===== src/fsg_defs.svh =====
`ifndef FSG_DEFS_SVH
`define FSG_DEFS_SVH

// Register byte offsets
`define FSG_OFF_CTRL    4'h0
`define FSG_OFF_STATUS  4'h4
`define FSG_OFF_MASK    4'h8
`define FSG_OFF_SECURE  4'hC

// Control register fields
`define FSG_CTRL_GO_BIT    0
`define FSG_CTRL_OP_LSB    1
`define FSG_CTRL_ADDR_LSB  8

// Security register fields
`define FSG_SEC_ERASE_BIT  0
`define FSG_SEC_BOOT_BIT   1

// Event status bits
`define FSG_EV_DONE     0
`define FSG_EV_ABORT    1
`define FSG_EV_REJECT   2
`define FSG_EV_BAUD     3
`define FSG_EV_W        4

// Reset values
`define FSG_MASK_RST    4'h0
`define FSG_SEC_RST     2'h0

// Timing
`define FSG_CLK_NS      100
`define FSG_OP_NS       800
`define FSG_OP_CYC      ((`FSG_OP_NS + `FSG_CLK_NS - 1) / `FSG_CLK_NS)
`define FSG_PULSES      3

`endif


===== src/fsg_pkg.sv =====
package fsg_pkg;
  typedef enum logic [1:0] {
    FSG_OP_WRITE,
    FSG_OP_ERASE,
    FSG_OP_EPV
  } fsg_op_t;

  typedef enum logic [2:0] {
    FSG_ST_IDLE,
    FSG_ST_BUSY,
    FSG_ST_ABORT
  } fsg_state_t;

  typedef enum logic [1:0] {
    FSG_BD_WAIT_PULSE,
    FSG_BD_WAIT_START,
    FSG_BD_MEASURE,
    FSG_BD_LOCKED
  } fsg_baud_state_t;
endpackage


===== src/fsg_guard.sv =====
// The Avalon-MM register port and the register offsets were decided locally.
`timescale 1ns/1ns
`include "fsg_defs.svh"

// Contract
// - With batch-erase security set, every erase request is rejected.
// - With erase locked, writes may only clear bits still erased.
// - With boot-cluster security set, any new request to rewrite boot cluster 0 is rejected.
// - Serial receive baud is measured from reset command after mode pin pulses.
// - Pending unmasked interrupt request stops self-programming at once.
// - Unmasked request stops it even with interrupts disabled.
module fsg_guard
  import fsg_pkg::*;
#(
  parameter int AW        = 16,
  parameter int DW        = 8,
  parameter int BOOT_SIZE = 16'h1000,
  parameter int BW        = 16
) (
  input  wire logic          ref_clk,
  input  wire logic          rst_b,
  input  wire logic [3:0]    avs_address,
  input  wire logic          avs_read,
  input  wire logic          avs_write,
  input  wire logic [31:0]   avs_writedata,
  input  wire logic [3:0]    avs_byteenable,
  output logic [31:0]        avs_readdata,
  output logic               avs_waitrequest,
  input  wire logic          flash_mode_pin,
  input  wire logic          prog_rx,
  input  wire logic          boot_swap_active,
  input  wire logic [7:0]    irq_request_flags_0_low,
  input  wire logic [7:0]    irq_request_flags_0_high,
  input  wire logic [7:0]    irq_request_flags_1_low,
  input  wire logic [7:0]    irq_request_flags_1_high,
  input  wire logic [7:0]    irq_mask_flags_0_low,
  input  wire logic [7:0]    irq_mask_flags_0_high,
  input  wire logic [7:0]    irq_mask_flags_1_low,
  input  wire logic [7:0]    irq_mask_flags_1_high,
  output logic [AW-1:0]      flash_addr,
  output logic [DW-1:0]      flash_wdata,
  input  wire logic [DW-1:0] flash_rdata,
  output logic               flash_erase,
  output logic               flash_program,
  output logic               busy,
  output logic               irq
);

  typedef struct packed {
    fsg_state_t             st;
    fsg_op_t                op;
    logic [AW-1:0]          addr;
    logic [DW-1:0]          data;
    logic [7:0]             cnt;
    logic [1:0]             sec;
    logic [`FSG_EV_W-1:0]   status;
    logic [`FSG_EV_W-1:0]   mask;
    logic [31:0]            rdata;
    logic                   ack;
    logic                   erase;
    logic                   prog;
  } fsg_guard_s_t;

  fsg_guard_s_t s_q;
  fsg_guard_s_t s_d;

  logic [BW-1:0] baud_div;
  logic          baud_locked;
  logic          baud_event;
  logic [31:0]   irq_req;
  logic [31:0]   irq_msk;
  logic          irq_stop;
  logic          wr_go;
  fsg_op_t       wr_op;
  logic          reject;
  logic [`FSG_EV_W-1:0] ev;

  //////////////////////////////////////////////////////////////////////////////
  fsg_baud #(
    .W (BW)
  ) u_baud (
    .ref_clk        (ref_clk),
    .rst_b          (rst_b),
    .flash_mode_pin (flash_mode_pin),
    .prog_rx        (prog_rx),
    .baud_div       (baud_div),
    .baud_locked    (baud_locked),
    .baud_event     (baud_event)
  );

  //////////////////////////////////////////////////////////////////////////////
  // True when an address falls in boot cluster 0
  function automatic logic in_boot(input logic [AW-1:0] a);
    return a < AW'(BOOT_SIZE);
  endfunction

  // Would programming need a 0 to become 1 (needs erase)
  function automatic logic needs_erase(input logic [DW-1:0] cur, input logic [DW-1:0] nw);
    return |(nw & ~cur);
  endfunction

  // Interrupt stop ignores the global disable; only per-source masks count
  assign irq_req  = {irq_request_flags_1_high, irq_request_flags_1_low,
                     irq_request_flags_0_high, irq_request_flags_0_low};
  assign irq_msk  = {irq_mask_flags_1_high, irq_mask_flags_1_low,
                     irq_mask_flags_0_high, irq_mask_flags_0_low};
  assign irq_stop = |(irq_req & ~irq_msk);

  assign wr_go = avs_write && !s_q.ack && avs_address == `FSG_OFF_CTRL && avs_byteenable[0]
                 && avs_writedata[`FSG_CTRL_GO_BIT];
  assign wr_op = fsg_op_t'(avs_writedata[`FSG_CTRL_OP_LSB +: 2]);

  // Security screening of a new request
  always_comb begin
    reject = 1'b0;
    if (wr_op != FSG_OP_WRITE && s_q.sec[`FSG_SEC_ERASE_BIT]) begin
      reject = 1'b1;
    end
    if (s_q.sec[`FSG_SEC_BOOT_BIT] && in_boot(avs_writedata[`FSG_CTRL_ADDR_LSB +: AW])) begin
      reject = 1'b1;
    end
    if (wr_op == FSG_OP_EPV && boot_swap_active) begin
      reject = 1'b1;
    end
    if (s_q.st != FSG_ST_IDLE || !flash_mode_pin || irq_stop) begin
      reject = 1'b1;
    end
  end

  //////////////////////////////////////////////////////////////////////////////
  // Bus slave, sequencer and events
  always_comb begin
    s_d       = s_q;
    s_d.ack   = 1'b0;
    s_d.erase = 1'b0;
    s_d.prog  = 1'b0;
    ev        = '0;
    // One wait cycle: answer on the second edge of each access
    if ((avs_read || avs_write) && !s_q.ack) begin
      s_d.ack = 1'b1;
      unique case (avs_address)
        `FSG_OFF_CTRL:   s_d.rdata = {30'h0, busy, baud_locked};
        `FSG_OFF_STATUS: s_d.rdata = {{(32-`FSG_EV_W){1'b0}}, s_q.status};
        `FSG_OFF_MASK:   s_d.rdata = {{(32-`FSG_EV_W){1'b0}}, s_q.mask};
        `FSG_OFF_SECURE: s_d.rdata = {30'h0, s_q.sec};
        default:         s_d.rdata = 32'h0;
      endcase
      if (avs_read && avs_address == `FSG_OFF_SECURE) begin
        s_d.rdata = {{(32-BW){1'b0}}, baud_div} << 16 | {30'h0, s_q.sec};
      end
      if (avs_write && avs_byteenable[0]) begin
        if (avs_address == `FSG_OFF_MASK) begin
          s_d.mask = avs_writedata[`FSG_EV_W-1:0];
        end
        // Security bits are sticky: they can be set but never cleared
        if (avs_address == `FSG_OFF_SECURE) begin
          s_d.sec = s_q.sec | avs_writedata[1:0];
        end
      end
      if (wr_go) begin
        if (reject) begin
          ev[`FSG_EV_REJECT] = 1'b1;
        end else begin
          s_d.st   = FSG_ST_BUSY;
          s_d.op   = wr_op;
          s_d.addr = avs_writedata[`FSG_CTRL_ADDR_LSB +: AW];
          s_d.data = avs_writedata[24 +: DW];
          s_d.cnt  = 8'(`FSG_OP_CYC);
        end
      end
    end
    unique case (s_q.st)
      FSG_ST_IDLE: begin
      end
      FSG_ST_BUSY: begin
        if (irq_stop || !flash_mode_pin) begin
          s_d.st = FSG_ST_ABORT;
        end else if (s_q.op != FSG_OP_WRITE && s_q.sec[`FSG_SEC_ERASE_BIT]) begin
          // Lock set after GO still stops an erase already in flight
          s_d.st = FSG_ST_IDLE;
          ev[`FSG_EV_REJECT] = 1'b1;
        end else if (s_q.op == FSG_OP_WRITE && s_q.sec[`FSG_SEC_ERASE_BIT]
                     && needs_erase(flash_rdata, s_q.data)) begin
          s_d.st = FSG_ST_IDLE;
          ev[`FSG_EV_REJECT] = 1'b1;
        end else if (s_q.cnt == 8'h1) begin
          s_d.erase = s_q.op != FSG_OP_WRITE;
          s_d.prog  = s_q.op != FSG_OP_ERASE;
          s_d.st    = FSG_ST_IDLE;
          ev[`FSG_EV_DONE] = 1'b1;
        end else begin
          s_d.cnt = s_q.cnt - 8'h1;
        end
      end
      FSG_ST_ABORT: begin
        s_d.st = FSG_ST_IDLE;
        ev[`FSG_EV_ABORT] = 1'b1;
      end
      default: s_d.st = FSG_ST_IDLE;
    endcase
    ev[`FSG_EV_BAUD] = baud_event;
    // Read clears, but a same-cycle event survives
    if (avs_read && !s_q.ack && avs_address == `FSG_OFF_STATUS) begin
      s_d.status = ev;
    end else begin
      s_d.status = s_q.status | ev;
    end
  end

  // State register
  always_ff @(posedge ref_clk or negedge rst_b) begin
    if (!rst_b) begin
      s_q      <= '0;
      s_q.mask <= `FSG_MASK_RST;
      s_q.sec  <= `FSG_SEC_RST;
    end else begin
      s_q <= s_d;
    end
  end

  assign avs_waitrequest = (avs_read || avs_write) && !s_q.ack;
  assign avs_readdata    = s_q.rdata;
  assign flash_addr      = s_q.addr;
  assign flash_wdata     = s_q.data;
  assign flash_erase     = s_q.erase;
  assign flash_program   = s_q.prog;
  assign busy            = s_q.st != FSG_ST_IDLE;
  assign irq             = |(s_q.status & s_q.mask);

  //////////////////////////////////////////////////////////////////////////////
  property p_no_erase_locked;
    @(posedge ref_clk) disable iff (!rst_b)
      s_q.sec[`FSG_SEC_ERASE_BIT] && $past(s_q.sec[`FSG_SEC_ERASE_BIT]) |-> !flash_erase;
  endproperty
  a_no_erase_locked: assert property (p_no_erase_locked)
    else $error("erase issued while erase locked");

  property p_no_flip_up;
    @(posedge ref_clk) disable iff (!rst_b)
      (s_q.st == FSG_ST_BUSY && s_q.op == FSG_OP_WRITE && s_q.sec[`FSG_SEC_ERASE_BIT]
       && !irq_stop && flash_mode_pin && needs_erase(flash_rdata, s_q.data)) |=> !flash_program && !busy;
  endproperty
  a_no_flip_up: assert property (p_no_flip_up)
    else $error("locked write altered programmed bits");

  property p_boot_guard;
    @(posedge ref_clk) disable iff (!rst_b)
      (flash_erase || flash_program) && $past(s_q.sec[`FSG_SEC_BOOT_BIT], `FSG_OP_CYC + 1)
      |-> !in_boot(flash_addr);
  endproperty
  a_boot_guard: assert property (p_boot_guard)
    else $error("boot cluster rewritten under security");

  property p_irq_stop;
    @(posedge ref_clk) disable iff (!rst_b)
      (s_q.st == FSG_ST_BUSY && irq_stop) |=> s_q.st == FSG_ST_ABORT ##1 !busy;
  endproperty
  a_irq_stop: assert property (p_irq_stop)
    else $error("self-programming not stopped by interrupt request");

  property p_masked_runs;
    @(posedge ref_clk) disable iff (!rst_b)
      (s_q.st == FSG_ST_BUSY && !irq_stop && flash_mode_pin && s_q.cnt > 8'h1 && !s_q.sec[0])
      |=> s_q.st == FSG_ST_BUSY;
  endproperty
  a_masked_runs: assert property (p_masked_runs)
    else $error("masked requests stopped self-programming");

  property p_no_epv_swap;
    @(posedge ref_clk) disable iff (!rst_b)
      (wr_go && wr_op == FSG_OP_EPV && boot_swap_active) |=> s_q.status[`FSG_EV_REJECT];
  endproperty
  a_no_epv_swap: assert property (p_no_epv_swap)
    else $error("erase-program-verify accepted during boot swap");

  property p_erase_lock_go;
    @(posedge ref_clk) disable iff (!rst_b)
      (wr_go && wr_op != FSG_OP_WRITE && s_q.sec[`FSG_SEC_ERASE_BIT]) |=> s_q.status[`FSG_EV_REJECT];
  endproperty
  a_erase_lock_go: assert property (p_erase_lock_go)
    else $error("erase request accepted while erase locked");

  property p_boot_lock_go;
    @(posedge ref_clk) disable iff (!rst_b)
      (wr_go && s_q.sec[`FSG_SEC_BOOT_BIT] && in_boot(avs_writedata[`FSG_CTRL_ADDR_LSB +: AW]))
      |=> s_q.status[`FSG_EV_REJECT];
  endproperty
  a_boot_lock_go: assert property (p_boot_lock_go)
    else $error("boot cluster request accepted while boot locked");

  property p_mode_pin;
    @(posedge ref_clk) disable iff (!rst_b)
      (busy && !flash_mode_pin) |-> ##[1:2] !busy;
  endproperty
  a_mode_pin: assert property (p_mode_pin)
    else $error("operation continued with mode pin low");

  property p_irq_level;
    @(posedge ref_clk) disable iff (!rst_b)
      irq == |(s_q.status & s_q.mask);
  endproperty
  a_irq_level: assert property (p_irq_level)
    else $error("interrupt output mismatch");

endmodule


===== src/fsg_baud.sv =====
`timescale 1ns/1ns
`include "fsg_defs.svh"

// Baud measurement on the programming serial input
module fsg_baud
  import fsg_pkg::*;
#(
  parameter int W = 16
) (
  input  wire logic         ref_clk,
  input  wire logic         rst_b,
  input  wire logic         flash_mode_pin,
  input  wire logic         prog_rx,
  output logic [W-1:0]      baud_div,
  output logic              baud_locked,
  output logic              baud_event
);

  typedef struct packed {
    fsg_baud_state_t st;
    logic [3:0]      pulses;
    logic            mode_last;
    logic            rx_last;
    logic [W-1:0]    cnt;
    logic [W-1:0]    div;
    logic            ev;
  } fsg_baud_s_t;

  fsg_baud_s_t s_q;
  fsg_baud_s_t s_d;

  //////////////////////////////////////////////////////////////////////////////
  // Pulse count, then time the low start bit of the reset command
  always_comb begin
    s_d           = s_q;
    s_d.mode_last = flash_mode_pin;
    s_d.rx_last   = prog_rx;
    s_d.ev        = 1'b0;
    unique case (s_q.st)
      FSG_BD_WAIT_PULSE: begin
        if (flash_mode_pin && !s_q.mode_last) begin
          s_d.pulses = s_q.pulses + 4'h1;
          if (s_q.pulses == 4'(`FSG_PULSES - 1)) begin
            s_d.st = FSG_BD_WAIT_START;
          end
        end
      end
      FSG_BD_WAIT_START: begin
        if (!prog_rx && s_q.rx_last) begin
          s_d.st  = FSG_BD_MEASURE;
          s_d.cnt = {{(W-1){1'b0}}, 1'b1};
        end
      end
      FSG_BD_MEASURE: begin
        // Saturate rather than wrap on a stuck line
        if (!prog_rx && s_q.cnt != {W{1'b1}}) begin
          s_d.cnt = s_q.cnt + {{(W-1){1'b0}}, 1'b1};
        end else if (prog_rx) begin
          s_d.div = s_q.cnt;
          s_d.st  = FSG_BD_LOCKED;
          s_d.ev  = 1'b1;
        end
      end
      FSG_BD_LOCKED: begin
      end
    endcase
  end

  // State register
  always_ff @(posedge ref_clk or negedge rst_b) begin
    if (!rst_b) begin
      s_q <= '0;
    end else begin
      s_q <= s_d;
    end
  end

  assign baud_div    = s_q.div;
  assign baud_locked = s_q.st == FSG_BD_LOCKED;
  assign baud_event  = s_q.ev;

  property p_baud_only_after_pulses;
    @(posedge ref_clk) disable iff (!rst_b)
      $rose(baud_locked) |-> $past(s_q.pulses) == 4'(`FSG_PULSES);
  endproperty
  a_baud_only_after_pulses: assert property (p_baud_only_after_pulses)
    else $error("baud locked before mode pin pulses");

  property p_baud_width;
    @(posedge ref_clk) disable iff (!rst_b)
      (s_q.st == FSG_BD_MEASURE && prog_rx) |=> baud_div == $past(s_q.cnt) && baud_event;
  endproperty
  a_baud_width: assert property (p_baud_width)
    else $error("baud divisor not taken from start bit width");

endmodule


===== config.mk =====
export PLATFORM = sky130hd
export DESIGN_NAME = fsg_guard
export DESIGN_NICKNAME = d
export VERILOG_FILES = /design/src/fsg_pkg.sv /design/src/fsg_guard.sv /design/src/fsg_baud.sv
export VERILOG_INCLUDE_DIRS = /design/src
export SDC_FILE = /design/constraint.sdc
export NUM_CORES = 1
export LEC_CHECK = 0
export ABC_AREA = 0
export CAP_MARGIN = 5
export CORE_MARGIN = 2
export CORE_UTILIZATION = 58
export DETAILED_ROUTE_END_ITERATION = 10
export DONT_BUFFER_PORTS = 1
export GPL_TIMING_DRIVEN = 0
export PLACE_DENSITY_LB_ADDON = 0.1
export SKIP_LAST_GASP = 1
export SYNTH_ARGS = -nofsm -noshare
export SYNTH_HDL_FRONTEND = slang
export SYNTH_HIERARCHICAL = 1
export SYNTH_SLANG_ARGS = --single-unit

===== constraint.sdc =====
create_clock -name ref_clk -period 2.1 [get_ports ref_clk]
set_input_delay 0.21 -clock ref_clk [delete_from_list [all_inputs] [get_ports ref_clk]]
set_output_delay 0.21 -clock ref_clk [all_outputs]
set_load 0.05 [all_outputs]

==> summary.txt, run 1 <==
Setup path
  • Family with the most delay on the worst path: simple AND/OR/NAND/NOR gates
  • Critical Path Sink: flash_addr[14]
  • Worst r2r src: s_q[80]
  • Crit path launch: s_q[80]
  • CP max FO: 9
  • Slack of the worst reg-to-reg path: 50 ps
  • CP arrival: 2310 ps
  • Delay of the slowest critical-path stage: 520 ps
  • Cell Chain, Critical Path: or3_4, a21oi_4, nand2_2, nor3_4, buf_12, buf_12, mux2_1
  • Most common cell on crit path: buf_12
  • Worst-path cell with the longest stage delay: or3_4
  • CP Data Required Time: 2370 ps
  • Critical Path Start Type: flip-flop
  • Worst Path Buf+Inv: 2
  • Reg2reg path depth: 7
  • Worst setup EP type: flip-flop
  • Crit path depth: 7
  • WS Path Type: reg -> reg
  • Reg-to-reg endpoint: flash_addr[14]

Floorplan
  • Die Y: 104 um
  • Die footprint: 0.0109 mm2
  • Starting Density: 0.599
  • Die width: 104 um
  • I/O pin count: 180
  • Core area: 0.00977 mm2
  • Core Rows: 36

Pwr
  • Leakage: 3.42 nW
  • Pint: 0.00342 W
  • Maximum vdd drop: 448 uV
  • Power consumption: 0.00491 W
  • Clock share of power: 0.268
  • Logic pwr share: 0.224
  • Sw power: 0.00149 W
  • Net Sw Frac: 0.304
  • Pwr per Cell Area: 722 mW/mm2
  • Sequential fraction of design power: 0.508

Timing
  • Hold slack: -479 ps
  • Clock skew: 7.60 ps
  • Relative slew slack: 0.323
  • Max Slew Vio Count: 0
  • Crit share post-route: 0.975
  • Final Hold Fails: 111
  • RSZ-0062 raised after global routing: yes
  • Worst-Margin Slew: 991 ps
  • Achievable Freq: 488 MHz
  • Final setup fails: 0
  • Period minus WS final: 2050 ps

Global routing
  • Antenna violations before repair: 1
  • First-pass GRT wire length: 20.1 mm
  • Vias in the first global route: 4,224
  • Pin count of the biggest net entering global routing: 112
  • GR Overflow Total: 0
  • Total GRT Usage: 0.230

Synthesis
  • Post-synth EDFFs: 0
  • Synth Area per Inst: 10.7 um2
  • Sequential area share after synthesis: 0.474
  • Yosys cell types: 65
  • Mapped Area: 0.00586 mm2
  • #FFs+latches synth: 111
  • Synth warn: 6
  • Top FF cell, synth: dfrtp_1
  • Cells after Synth: 545
  • Asr flop ratio synth: 1.00

Place
  • HPWL Detailed: 8.69 mm
  • Placer congestion estimate: 0.869
  • Placed Cells: 690
  • Port-buffer cells: 0

Clocking
  • CTS root buf: clkbuf_8
  • Insertion delay to the later sink of the worst-skew pair: 370 ps
  • H-tree level count: 3
  • Inserted Clock Buffers: 9
  • Reg clk slew, reported paths: 100 ps
  • Clock sinks: 111
  • Hold_buf cts: 30
  • CTS tree: done
  • Clock buffer depth: 2

Run
  • Max-cap violations: 0

Detailed routing
  • Via count: 4,154
  • Initial DRT Pass Iterations: 4
  • Post-DR vias/cell: 5.53
  • Post-route DRC: 0
  • Post-Route WL: 12.3 mm
  • Final ANT Viol Nets: 0
  • Routed len/inst: 16.4 um
  • Initial DRC count: 192

Final layout
  • Total area of sequential cells: 0.00278 mm2
  • Share of cells above drive strength 1: 0.271
  • Multi-input logic area: 0.00246 mm2
  • Final Non-Filler Cells: 751
  • Final core occ: 0.695
  • Area growth syn-to-layout: 16.1%
  • Fillers: 697
  • # nets final: 741

Outcome
  • Status: finished, violations left
  • Failing checks: hold timing

Hold path
  • Worst Hold Class: in -> async
==> cells by family after synthesis <==
group	after synthesis	share of synthesized area
other	1	0.000640
adder cells (fa/ha/maj)	10	0.0214
buffers and inverters	117	0.127
AO/OA/AOI/OAI	87	0.116
multiplexers	46	0.0874
flip-flops	111	0.474
XOR/XNOR	10	0.0150
AND/OR/NAND/NOR	163	0.158
==> area by class of cell <==
type                       count  area share
buffer                        84      0.0930
timing repair buffer          45      0.0642
antenna                        1    0.000368
sequential                   111       0.409
multi-input combinational    329       0.362
clock buffer                  10      0.0202
clock inverter                 6     0.00976
tap                          133      0.0245
inverter                      32      0.0177
==> layout by cell type, fill, tap and decap left out, types with 4 or more instances in the layout <==
master and instances:
nand3_1 18, nor2_1 23, o22ai_1 8, a221o_1 4
buf_4 85, mux2_4 4, conb_1 13, inv_1 32
buf_6 4, nand4_1 6, dfrtp_1 111, xnor2_1 7
dlygate4sd3_1 30, nand2b_1 21, mux2_2 23, clkbuf_1 4
a21o_1 4, a22o_1 21, nor2b_1 6, ha_1 10
o21ai_0 17, and3_1 9, mux2i_1 5, o2111ai_1 5
clkbuf_8 10, nor3_1 9, nand2_1 32, mux2_1 14
a21oi_1 5
==> power groups by stage <==
stage          Combinational (W)  Clock, W  Sequential, W
2_1_floorplan           0.000853         0        0.00248
3_3_place_gp            0.000988         0        0.00252
3_5_place_dp             0.00102         0        0.00253
4_1_cts                  0.00108   0.00135        0.00249
5_1_grt                  0.00121   0.00144        0.00252
6_report                 0.00110   0.00132        0.00249
==> state kept, by name, indices dropped and copies added (netlist names) <==
register	flops
s_q	24
u_baud/s_q	24
avs_readdata	20
flash_addr	16
u_baud/baud_div	16
flash_wdata	8
flash_erase	1
flash_program	1
u_baud/baud_event	1
==> repair_timing <==
action / 4_1_cts / 5_1_grt
gates resized for setup: 7 / 21
endpoints found under the hold margin: 145 / 111
setup buffers: 9 / 5
gates cloned: 1 / 0
pin swaps: 7 / 7
setup endpoints to repair: 34 / 46
==> synthesized netlist by cell type, types with 3 or more instances <==
master | count | area, um2
ha_1 | 10 | 125
nand3_1 | 18 | 90.1
nor2_1 | 24 | 90.1
a21oi_1 | 6 | 30.0
buf_6 | 3 | 33.8
or3_1 | 4 | 25.0
mux2i_1 | 5 | 50.1
nor2_2 | 3 | 18.8
a22o_1 | 21 | 184
and3_1 | 9 | 56.3
o22ai_1 | 8 | 50.1
xor2_1 | 3 | 26.3
nor2b_1 | 8 | 50.1
nor4_1 | 4 | 25.0
clkbuf_1 | 4 | 15.0
nand2_1 | 34 | 128
or4_1 | 3 | 22.5
nor3b_1 | 3 | 22.5
o21ai_0 | 18 | 90.1
a21o_1 | 4 | 30.0
nand2b_1 | 21 | 131
xnor2_1 | 7 | 61.3
dfrtp_1 | 111 | 2780
nor3_1 | 10 | 50.1
buf_4 | 74 | 556
buf_2 | 4 | 20.0
o2111ai_1 | 7 | 61.3
mux2_2 | 23 | 259
a221o_1 | 4 | 40.0
mux2_1 | 18 | 203
nand4_1 | 6 | 37.5
inv_1 | 32 | 120
==> metrics by stage <==
| step | setup slack [ps] | TNS, ps | instance area [um2] |
|---|---|---|---|
| 6_report | 51.6 | 0 | 6800 |
| 4_1_cts | 1.59 | 0 | 6690 |
| 3_5_place_dp | -310 | -5420 | 6070 |
| 2_1_floorplan | 41.8 | 0 | 5910 |
| 3_3_place_gp | -283 | -4820 | 6070 |
| 5_1_grt | -18.9 | -114 | 6800 |
==> metal layers <==
metal,part of all wire,GRT usage,up-vias,routed length (um)
li1,-,-,1987,-
met1,0.43,0.288,1974,5310
met2,0.48,0.391,172,5960
met3,0.057,0.0439,21,706
met4,0.026,0.0917,0,320
met5,0,0,-,0
==> worst min path at each step <==
stage | endpoint | slack, ps | cells past startpoint
5_1_grt | s_q[49] | -510 | 0
4_1_cts | u_baud/s_q[33] | -500 | 0
2_1_floorplan | avs_readdata[0] | -90 | 0
3_5_place_dp | s_q[47] | -80 | 0
6_report | s_q[50] | -480 | 0
3_3_place_gp | s_q[47] | -80 | 0
Note: power is estimated with default switching activity, not from simulation.
==> run 2, diff against run 1 <==
Settings changed: CORE_UTILIZATION 58 to 55, SETUP_SLACK_MARGIN set to 0.1.
==> run 2 against run 1 <==
The flow still finishes with violations (hold timing). Clock skew grew 5.3 ps. Final area grew 3.2%. Global-route usage shrank 1.4 points. Via count grew 1.2%. Core utilization shrank 1.6 points. Wire length grew 4.7%. Register-to-register slack is essentially flat. Clock power grew 4%. Critical path depth grew 1. Largest cell class unchanged.
==> summary.txt, run 2 (synthesis results as in run 1) <==
Outcome
  • Status: finished, violations left
  • Failing checks: hold timing

Floorplan
  • Die width: 107 um
  • Die Y: 107 um
  • Starting Density: 0.567
  • Core Rows: 37
  • Die footprint: 0.0115 mm2
  • I/O pin count: 180
  • Core area: 0.0103 mm2

Global routing
  • First-pass GRT wire length: 19.5 mm
  • Antenna violations before repair: 0
  • Pin count of the biggest net entering global routing: 112
  • GR Overflow Total: 0
  • Total GRT Usage: 0.216
  • Vias in the first global route: 3,926

Clocking
  • CTS root buf: clkbuf_8
  • H-tree level count: 3
  • Inserted Clock Buffers: 9
  • Insertion delay to the later sink of the worst-skew pair: 380 ps
  • Reg clk slew, reported paths: 110 ps
  • Clock buffer depth: 2
  • Hold_buf cts: 30
  • CTS tree: done
  • Clock sinks: 111

Final layout
  • # nets final: 749
  • Area growth syn-to-layout: 19.8%
  • Fillers: 761
  • Leading cell type in the layout, fill and taps excluded: dfrtp_1
  • Share of cells above drive strength 1: 0.310
  • Number of diodes: 0
  • Commonest non-fill, non-tap cells in the layout: dfrtp_1, buf_4, nand2_1, inv_1, dlygate4sd3_1

Detailed routing
  • Post-Route WL: 12.9 mm
  • Initial DRT Pass Iterations: 4
  • Post-route DRC: 0
  • Post-DR vias/cell: 5.53
  • Final ANT Viol Nets: 0
  • Routed len/inst: 16.9 um
  • Initial DRC count: 197
  • Via count: 4,205

Setup path
  • Crit path launch: s_q[47]
  • CP Data Required Time: 2370 ps
  • WS Path Type: reg -> reg
  • Worst-path cell with the longest stage delay: or4_4
  • CP max FO: 6
  • CP arrival: 2330 ps
  • Worst setup EP type: flip-flop
  • Cell Chain, Critical Path: or4_4, nor2_2, nand3_2, nand2_2, or3_4, o2bb2a_4, buf_6, o211a_1
  • Delay of the slowest critical-path stage: 550 ps
  • Critical Path Start Type: flip-flop
  • Worst r2r src: s_q[47]

Timing
  • RSZ-0062 raised after global routing: yes
  • Clock skew: 12.9 ps
  • Hold slack: -494 ps
  • Crit share post-route: 0.977
  • Worst setup margin: 47.4 ps
  • Relative slew slack: 0.506
  • Final Hold Fails: 111
  • Period minus WS final: 2050 ps
  • Final setup fails: 0
  • Worst-Margin Slew: 740 ps
  • Max Slew Vio Count: 0
  • Achievable Freq: 487 MHz

Run
  • Max-cap violations: 0

Pwr
  • Leakage: 3.46 nW
  • Maximum vdd drop: 413 uV
  • Pwr per Cell Area: 718 mW/mm2
  • Power consumption: 0.00504 W

Place
  • Placer congestion estimate: 0.886
  • Port-buffer cells: 0
  • Place WS: -295 ps
  • HPWL Detailed: 8.89 mm

Hold path
  • Worst Hold Class: in -> async
run 2: worst paths after layout:
check | endpoint | slack, ps | cells after the start
max | s_q[48] | 50 | 8
min | flash_wdata[2] | -490 | 0
max reg2reg | s_q[48] | 50 | 8
min reg2reg | s_q[42] | 460 | 1
max in group asynchronous | u_baud/s_q[27] | 2420 | 0
min in group ref_clk | avs_readdata[2] | 100 | 2
run 2: per-stage QoR:
step	utilization	hold slack (ps)	TNS (ps)	instance area, um2	cells
global route	0.680	-511	-127	7020	761
CTS	0.659	-500	0	6810	752
floorplan	-	-85.6	0	5920	557
finish	0.680	-494	0	7020	761
detailed placement	0.590	-83.1	-6700	6090	693
global placement	0.590	-83.1	-6020	6090	693
run 2: power by group:
| group | switching, W | total, W | internal (W) |
|---|---|---|---|
| clock network | 0.000762 | 0.00137 | 0.000603 |
| registers | 0.000177 | 0.00250 | 0.00233 |
| logic | 0.000621 | 0.00117 | 0.000545 |
| total | 0.00156 | 0.00504 | 0.00348 |
run 2: per-layer routing:
| metal | vias up | track usage | routed length, um |
|---|---|---|---|
| li1 | 1990 | - | - |
| met1 | 2015 | 0.287 | 5580 |
| met2 | 183 | 0.356 | 6150 |
| met3 | 17 | 0.0413 | 885 |
| met4 | 0 | 0.0733 | 248 |
| met5 | - | 0 | 0 |
run 2: worst max-delay path: cells and delay by family (launching register included):
kind / cells / cell delay, ps
simple gates: 5 / 1050
buf+inv: 1 / 120
flops: 1 / 440
compound gates: 2 / 340
run 2: layout make-up:
cell class,count,area [um2],share of cell area
Inverter,32,120,0.0171
Buffer,85,651,0.0927
Sequential cell,111,2780,0.396
Multi-Input combinational cell,329,2550,0.363
Clock inverter,6,76.3,0.0109
Timing Repair Buffer,52,533,0.0759
Tap cell,136,170,0.0242
Clock buffer,10,138,0.0196
run 2: what timing repair did:
action	in CTS	in global routing
gates cloned	1	2
buffers inserted	12	7
endpoints found under the hold margin	145	111
gates resized for setup	26	28
setup endpoints to repair	46	48
pin swaps	8	5
